### src/core/ppi_pkg.sv
// Purpose: shared constants and carriers for the parallel port block
// Assumes: 8-bit host bus, 2-bit port select, three 8-bit ports
// Notes: control word and bit set/reset layouts kept here

package ppi_pkg;

   // port select codes
   localparam logic [1:0] PPI_SEL_A  = 2'h0;
   localparam logic [1:0] PPI_SEL_B  = 2'h1;
   localparam logic [1:0] PPI_SEL_C  = 2'h2;
   localparam logic [1:0] PPI_SEL_CW = 2'h3;

   // values after reset
   localparam logic [7:0] PPI_CW_RESET  = 8'h9B;
   localparam logic [7:0] PPI_OUT_RESET = 8'h00;

   // control word fields
   localparam int PPI_CW_MODE_SET = 7;
   localparam int PPI_CW_A_IN     = 4;
   localparam int PPI_CW_CU_IN    = 3;
   localparam int PPI_CW_B_IN     = 1;
   localparam int PPI_CW_CL_IN    = 0;

   // bit set/reset fields
   localparam int PPI_BSR_SEL_LSB = 1;
   localparam int PPI_BSR_SEL_MSB = 3;
   localparam int PPI_BSR_VALUE   = 0;

   // synchroniser depth in cycles
   localparam int PPI_SYNC_CYCLES = 2;

   // host bus pins sampled together
   typedef struct packed {
      logic       selN;
      logic       rdN;
      logic       wrN;
      logic [1:0] addr;
      logic [7:0] data;
   } ppi_host_s;

endpackage : ppi_pkg

### src/core/ppi_port.sv
// Purpose: host bus side of a 24-line programmable parallel port
// Assumes: host and port pins asynchronous to clock, synchronised by two flops
// Notes: basic input/output behaviour; pin hold is modelled outside
//
// Contract
// - 24 port lines in two groups of twelve, three modes
// - 8-bit three-state host data bus carries data, control, status
// - select low reaches the device; select high ignores the bus
// - selected read strobe low drives addressed data onto the bus
// - selected write strobe loads bus value into port or control
// - read decode: 0 port A, 1 port B, 2 port C, 3 control
// - write decode: 0 port A, 1 port B, 2 port C, 3 control
// - bus released when deselected or both strobes high
// - reset loads control 9B and makes every port an input
// - input-configured lines held at one by hold devices
// - group A owns port A and port C bits seven to four
// - group B owns port B and port C bits three to zero
// - control word readable, bit seven always reads one
// - port A has output latch and separate input path
// - port B has output latch and separate input buffer
// - port C latches output; input reads return live pins
// - port C splits into two halves, each with own latch
// - control word write with bit seven set zeroes every port latch, input or output
// - mode change clears all output registers
// - any single port C bit set or cleared in one write

`timescale 1ns/1ps

module ppi_port (
   input  wire logic       clock,
   input  wire logic       rst,
   input  wire logic       deviceSelectN,
   input  wire logic       readStrobeN,
   input  wire logic       writeStrobeN,
   input  wire logic       portSelectHi,
   input  wire logic       portSelectLo,
   input  wire logic [7:0] hostDataBusIn,
   output logic      [7:0] hostDataBusOut,
   output logic      [7:0] hostDataBusOeN,
   input  wire logic [7:0] portALinesIn,
   output logic      [7:0] portALinesOut,
   output logic      [7:0] portALinesOeN,
   input  wire logic [7:0] portBLinesIn,
   output logic      [7:0] portBLinesOut,
   output logic      [7:0] portBLinesOeN,
   input  wire logic [7:0] portCLinesIn,
   output logic      [7:0] portCLinesOut,
   output logic      [7:0] portCLinesOeN,
   output ppi_pkg::ppi_host_s hostSeen
);
   import ppi_pkg::*;

   ppi_host_s  hostRaw;
   ppi_host_s  hostMeta;
   ppi_host_s  hostSync;
   logic [23:0] pinMeta;
   logic [23:0] pinSync;
   logic [7:0] controlWord;
   logic [7:0] outA;
   logic [7:0] outB;
   logic [7:0] outC;
   logic       wrLow;
   logic [1:0] wrAddr;
   logic [7:0] wrData;

   // host pins gathered into one carrier
   assign hostRaw = '{selN: deviceSelectN, rdN: readStrobeN,
                      wrN: writeStrobeN,
                      addr: {portSelectHi, portSelectLo},
                      data: hostDataBusIn};

   // two-flop synchronisers for host and port pins
   always_ff @(posedge clock or posedge rst) begin
      if (rst) begin
         hostMeta <= '1;
         hostSync <= '1;
         pinMeta  <= '1;
         pinSync  <= '1;
      end else begin
         hostMeta <= hostRaw;
         hostSync <= hostMeta;
         pinMeta  <= {portALinesIn, portBLinesIn, portCLinesIn};
         pinSync  <= pinMeta;
      end
   end

   // decoded strobes on synchronised pins
   wire        selected = ~hostSync.selN;
   wire        rdActive = selected & ~hostSync.rdN & hostSync.wrN;
   wire        wrActive = selected & ~hostSync.wrN & hostSync.rdN;
   wire        commit   = wrLow & hostSync.wrN;
   wire [7:0]  pinA     = pinSync[23:16];
   wire [7:0]  pinB     = pinSync[15:8];
   wire [7:0]  pinC     = pinSync[7:0];

   // direction bits per group, one means input
   wire        aIn  = controlWord[PPI_CW_A_IN];
   wire        cuIn = controlWord[PPI_CW_CU_IN];
   wire        bIn  = controlWord[PPI_CW_B_IN];
   wire        clIn = controlWord[PPI_CW_CL_IN];

   // write target decode
   wire        wrCw     = commit & (wrAddr == PPI_SEL_CW);
   wire        modeSet  = wrCw & wrData[PPI_CW_MODE_SET];
   wire        bitOp    = wrCw & ~wrData[PPI_CW_MODE_SET];
   wire [2:0]  bitIdx   = wrData[PPI_BSR_SEL_MSB:PPI_BSR_SEL_LSB];

   // read data per port: latch for outputs, live pins for inputs
   wire [7:0]  readA = aIn ? pinA : outA;
   wire [7:0]  readB = bIn ? pinB : outB;
   wire [7:0]  readC = {cuIn ? pinC[7:4] : outC[7:4],
                        clIn ? pinC[3:0] : outC[3:0]};
   wire [7:0]  readCw = {1'b1, controlWord[6:0]};
   wire [7:0]  readMux = (hostSync.addr == PPI_SEL_A) ? readA :
                         (hostSync.addr == PPI_SEL_B) ? readB :
                         (hostSync.addr == PPI_SEL_C) ? readC :
                         readCw;

   // write strobe capture, commit at end of low period
   always_ff @(posedge clock or posedge rst) begin
      if (rst) begin
         wrLow  <= 1'b0;
         wrAddr <= PPI_SEL_A;
         wrData <= PPI_OUT_RESET;
      end else if (wrActive) begin
         wrLow  <= 1'b1;
         wrAddr <= hostSync.addr;
         wrData <= hostSync.data;
      end else if (commit) begin
         wrLow  <= 1'b0;
      end
   end

   // control word and output latches
   always_ff @(posedge clock or posedge rst) begin
      if (rst) begin
         controlWord <= PPI_CW_RESET;
         outA        <= PPI_OUT_RESET;
         outB        <= PPI_OUT_RESET;
         outC        <= PPI_OUT_RESET;
      end else if (modeSet) begin
         controlWord <= wrData;
         outA        <= PPI_OUT_RESET;
         outB        <= PPI_OUT_RESET;
         outC        <= PPI_OUT_RESET;
      end else if (bitOp) begin
         outC[bitIdx] <= wrData[PPI_BSR_VALUE];
      end else if (commit) begin
         if (wrAddr == PPI_SEL_A) outA <= wrData;
         if (wrAddr == PPI_SEL_B) outB <= wrData;
         if (wrAddr == PPI_SEL_C) outC <= wrData;
      end
   end

   // host bus driver, released unless a clean read is seen
   always_ff @(posedge clock or posedge rst) begin
      if (rst) begin
         hostDataBusOut <= PPI_OUT_RESET;
         hostDataBusOeN <= '1;
      end else begin
         hostDataBusOut <= readMux;
         hostDataBusOeN <= {8{~rdActive}};
      end
   end

   // port line drivers; released lines are held high outside
   always_ff @(posedge clock or posedge rst) begin
      if (rst) begin
         portALinesOut <= PPI_OUT_RESET;
         portBLinesOut <= PPI_OUT_RESET;
         portCLinesOut <= PPI_OUT_RESET;
         portALinesOeN <= '1;
         portBLinesOeN <= '1;
         portCLinesOeN <= '1;
      end else begin
         portALinesOut <= outA;
         portBLinesOut <= outB;
         portCLinesOut <= outC;
         portALinesOeN <= {8{aIn}};
         portBLinesOeN <= {8{bIn}};
         portCLinesOeN <= {{4{cuIn}}, {4{clIn}}};
      end
   end

   // synchronised host view for observation
   assign hostSeen = hostSync;
endmodule : ppi_port

### config.mk
export PLATFORM = sky130hd
export DESIGN_NAME = ppi_port
export DESIGN_NICKNAME = d
export VERILOG_FILES = /design/src/core/ppi_pkg.sv /design/src/core/ppi_port.sv
export SDC_FILE = /design/constraint.sdc
export NUM_CORES = 1
export LEC_CHECK = 0
export ABC_AREA = 1
export BUFFER_PORTS_ARGS = -buffer_cell sky130_fd_sc_hd__buf_2
export CAP_MARGIN = 20
export CELL_PAD_IN_SITES_DETAIL_PLACEMENT = 1
export CELL_PAD_IN_SITES_GLOBAL_PLACEMENT = 2
export CORE_ASPECT_RATIO = 0.6
export CORE_MARGIN = 2
export CORE_UTILIZATION = 35
export DETAILED_ROUTE_END_ITERATION = 8
export GPL_TIMING_DRIVEN = 0
export PLACE_DENSITY = 0.9
export SLEW_MARGIN = 20
export SYNTH_ARGS = -nofsm -noshare
export SYNTH_HDL_FRONTEND = slang
export SYNTH_SLANG_ARGS = --single-unit
### constraint.sdc
create_clock -name clock -period 6 [get_ports clock]
set_input_delay 1.2 -clock clock [delete_from_list [all_inputs] [get_ports clock]]
set_output_delay 1.2 -clock clock [all_outputs]
set_load 0.01 [all_outputs]
==> flow_metrics.tcl <==
set metrics [dict create \
    mostFrequentLayoutCells "buf_2, nand2_1, dfstp_2, dfrtp_1, nor2_1" \
    clk_latency_ns 0.43 \
    drt-initial-drc-count 192 \
    setup_viol_count_final 0 \
    ctsResizeCount 0 \
    ant_nets 0 \
    cts-root-buf "clkbuf_16" \
    fmaxAchievable_ghz 0.4066 \
    skew_ns 0.009984 \
    clkTransAtPathRegs_ns 0.06 \
    cts_tree "built" \
    grt_max_degree 110 \
    routed_wl_mm 14.41 \
    worstSetupPathType "reg -> out" \
    p_int_mw 2.210 \
    rows 35 \
    netSwitchingPower_mw 0.9584 \
    ir_drop_uv 174.3 \
    hold_viol 0 \
    num-nets-final 638 \
    ys_seq_area_share_pct 71.79 \
    crit_start "portBLinesOeN[0]" \
    routedWlPerCell_microns 17.66 \
    dpl.hpwl_mm 10.19 \
    overflow 0 \
    fp.dieH_microns 100.9 \
    cts_made_buffers 17 \
    grt_usage_pct 18.43 \
    pin_count 116 \
    tightest_slew_ns 0.7454 \
    die_w_microns 165.5 \
    hold_ws_ns 0.3523 \
    run_status "finished, final reports clean" \
    syn_area_sq_um 5478 \
    drv_cap 0 \
    grt_pass1_wl_mm 22.45 \
    layout_min_cycle_time_ns 2.460 \
    core_area_sq_um 15330 \
    reg2reg_from "controlWord[4]" \
    antenna_found_initial 1 \
    synth_cell_type_count 26 \
    clk_path_buf_depth 2 \
    dp_slack_ns 3.953 \
    synthCells 464 \
    pwr-share-clk_pct 35.7 \
    drc_errors 0 \
    place_congestion 0.8541 \
    vias 3787 \
    drv_slew 0 \
    p_per_area_nw_per_um2 454.4 \
    arrival_ns 1.26 \
    drive_gt1_share_pct 46.24 \
    synth-seq-cells 153 \
    comb_power_share_pct 19.3 \
    start_util_pct 35.74 \
    leakage_nw 3.424 \
    cts_sinks 153 \
    ff2ff_setup_slack_ns 4.21 \
    crit_required_ns 4.80 \
    final.setup.worst_slack_ns 3.540 \
    ys_warn_count 0 \
    cts_setup_buffers 0 \
    rsz0062_at_grt "false" \
    area_delta_synth_final_pct 27.30 \
    worst-r2r-cell-count 4 \
    dieArea_sq_um 16700 \
    final_common_cell "buf_2" \
    firstDrtPassIters 4 \
    finalCritPeriodShare_pct 40.99 \
    port_buffers 115 \
    end_kind "primary output" \
    reg2reg_to "hostDataBusOut[2]" \
    p_seq_share_pct 44.9 \
    htreeDepth 4 \
    p_total_mw 3.168 \
    hp-class "reg -> reg" \
    cp-endpoint "portBLinesOeN[5]" \
    swShare_pct 30.25 \
    grt_pass1_vias 4085 \
    max-slew-margin-rel_pct 50.12 \
    path_max_fanout 8 \
    via_per_inst 4.641 \
    avgSynthCellArea_sq_um 11.81 \
    critPathLaunchType "register" \
    syn_nets 503 \
    cts_hold_buf 0 \
]
worst min path at each step:
stage / startpoint / end / slack [ns] / depth (start not counted)
2_1_floorplan: hostMeta[0] / hostSeen[0] / 0.35 / 0
3_3_place_gp: hostMeta[3] / hostSeen[3] / 0.35 / 0
3_5_place_dp: pinMeta[10] / pinSync[10] / 0.35 / 0
4_1_cts: hostMeta[9] / hostSeen[9] / 0.35 / 0
5_1_grt: hostMeta[9] / hostSeen[9] / 0.36 / 0
6_report: pinMeta[22] / pinSync[22] / 0.35 / 0
cells in the mapped netlist:
cell type	n	area, sq um
a21oi_1	9	45.04
a31oi_1	1	6.260
buf_2	8	40.04
buf_4	27	202.7
buf_6	3	33.78
clkbuf_1	3	11.26
dfrtp_1	70	1752
dfstp_2	83	2181
inv_1	33	123.9
inv_2	1	3.750
nand2_1	91	341.6
nand2_2	4	25.02
nand2_4	2	22.52
nand3_1	28	140.1
nand3_4	2	35.03
nand4_1	3	18.77
nor2_1	36	135.1
nor2_8	1	20.02
nor3_1	1	5.000
o211ai_1	8	60.06
o21a_1	2	15.01
o21ai_0	25	125.1
o21ai_1	11	55.05
o21ai_2	2	17.52
o22ai_1	8	50.05
or2_2	2	12.51
cells by family (layout without fill, tap and decap cells):
logic type | after synthesis | count (layout) | synth area share [%]
buffers and inverters | 75 | 223 | 7.583
AO/OA/AOI/OAI | 66 | 66 | 6.830
other | 0 | 1 | 0
AND/OR/NAND/NOR | 170 | 170 | 13.80
flip-flops | 153 | 153 | 71.79
final cells by class:
type                    instances  area [sq um]
multi-input cells             236          1130
repair buffers                116         603.1
clock inverters                12         148.9
flip-flops and latches        153          3933
plain buffers                  41         287.8
well taps                     203         254.0
fillers                      1688          8354
clock buffers                  20         479.2
inverters                      34         135.1
diodes                          1         2.502
sequential cells by signal, summed over array words and instances (netlist names):
register,cells
pinMeta,24
pinSync,24
hostMeta,13
hostSeen,13
hostDataBusOut,8
outA,8
outB,8
outC,8
portALinesOut,8
portBLinesOut,8
portCLinesOut,8
wrData,8
controlWord,7
portCLinesOeN,2
wrAddr,2
hostDataBusOeN,1
portALinesOeN,1
portBLinesOeN,1
wrLow,1
power by group through the flow:
stage / clock [mW] / sequential (mW) / combinational [mW]
after floorplan: 0 / 1.44 / 0.312
after global placement: 0 / 1.43 / 0.588
after detailed placement: 0 / 1.44 / 0.610
after CTS: 1.15 / 1.43 / 0.621
after global routing: 1.20 / 1.45 / 0.683
final: 1.13 / 1.42 / 0.613
metrics by stage:
stage / cell area, sq um / TNS [ns] / cells / utilization, %
floorplan: 5478 / 0 / 464 / -
finish: 6973 / 0 / 816 / 45.49
detailed placement: 6342 / 0 / 783 / 41.38
global placement: 6307 / -44.80 / 782 / 41.15
global route: 6970 / 0 / 815 / 45.48
CTS: 6970 / 0 / 815 / 45.48
per-layer routing:
layer / wire [microns] / track usage, % / vias up
li1: - / - / 1742
met1: 6826 / 25.31 / 1901
met2: 6480 / 28.44 / 126
met3: 920 / 5.389 / 18
met4: 185 / 5.637 / 0
met5: 0 / 0 / -
worst max-delay path, stage by stage, from the launching register on:
cell and delay (ns):
dfstp_2 0.60, buf_4 0.12, buf_2 0.12
Power figures use the tool's default switching activity.
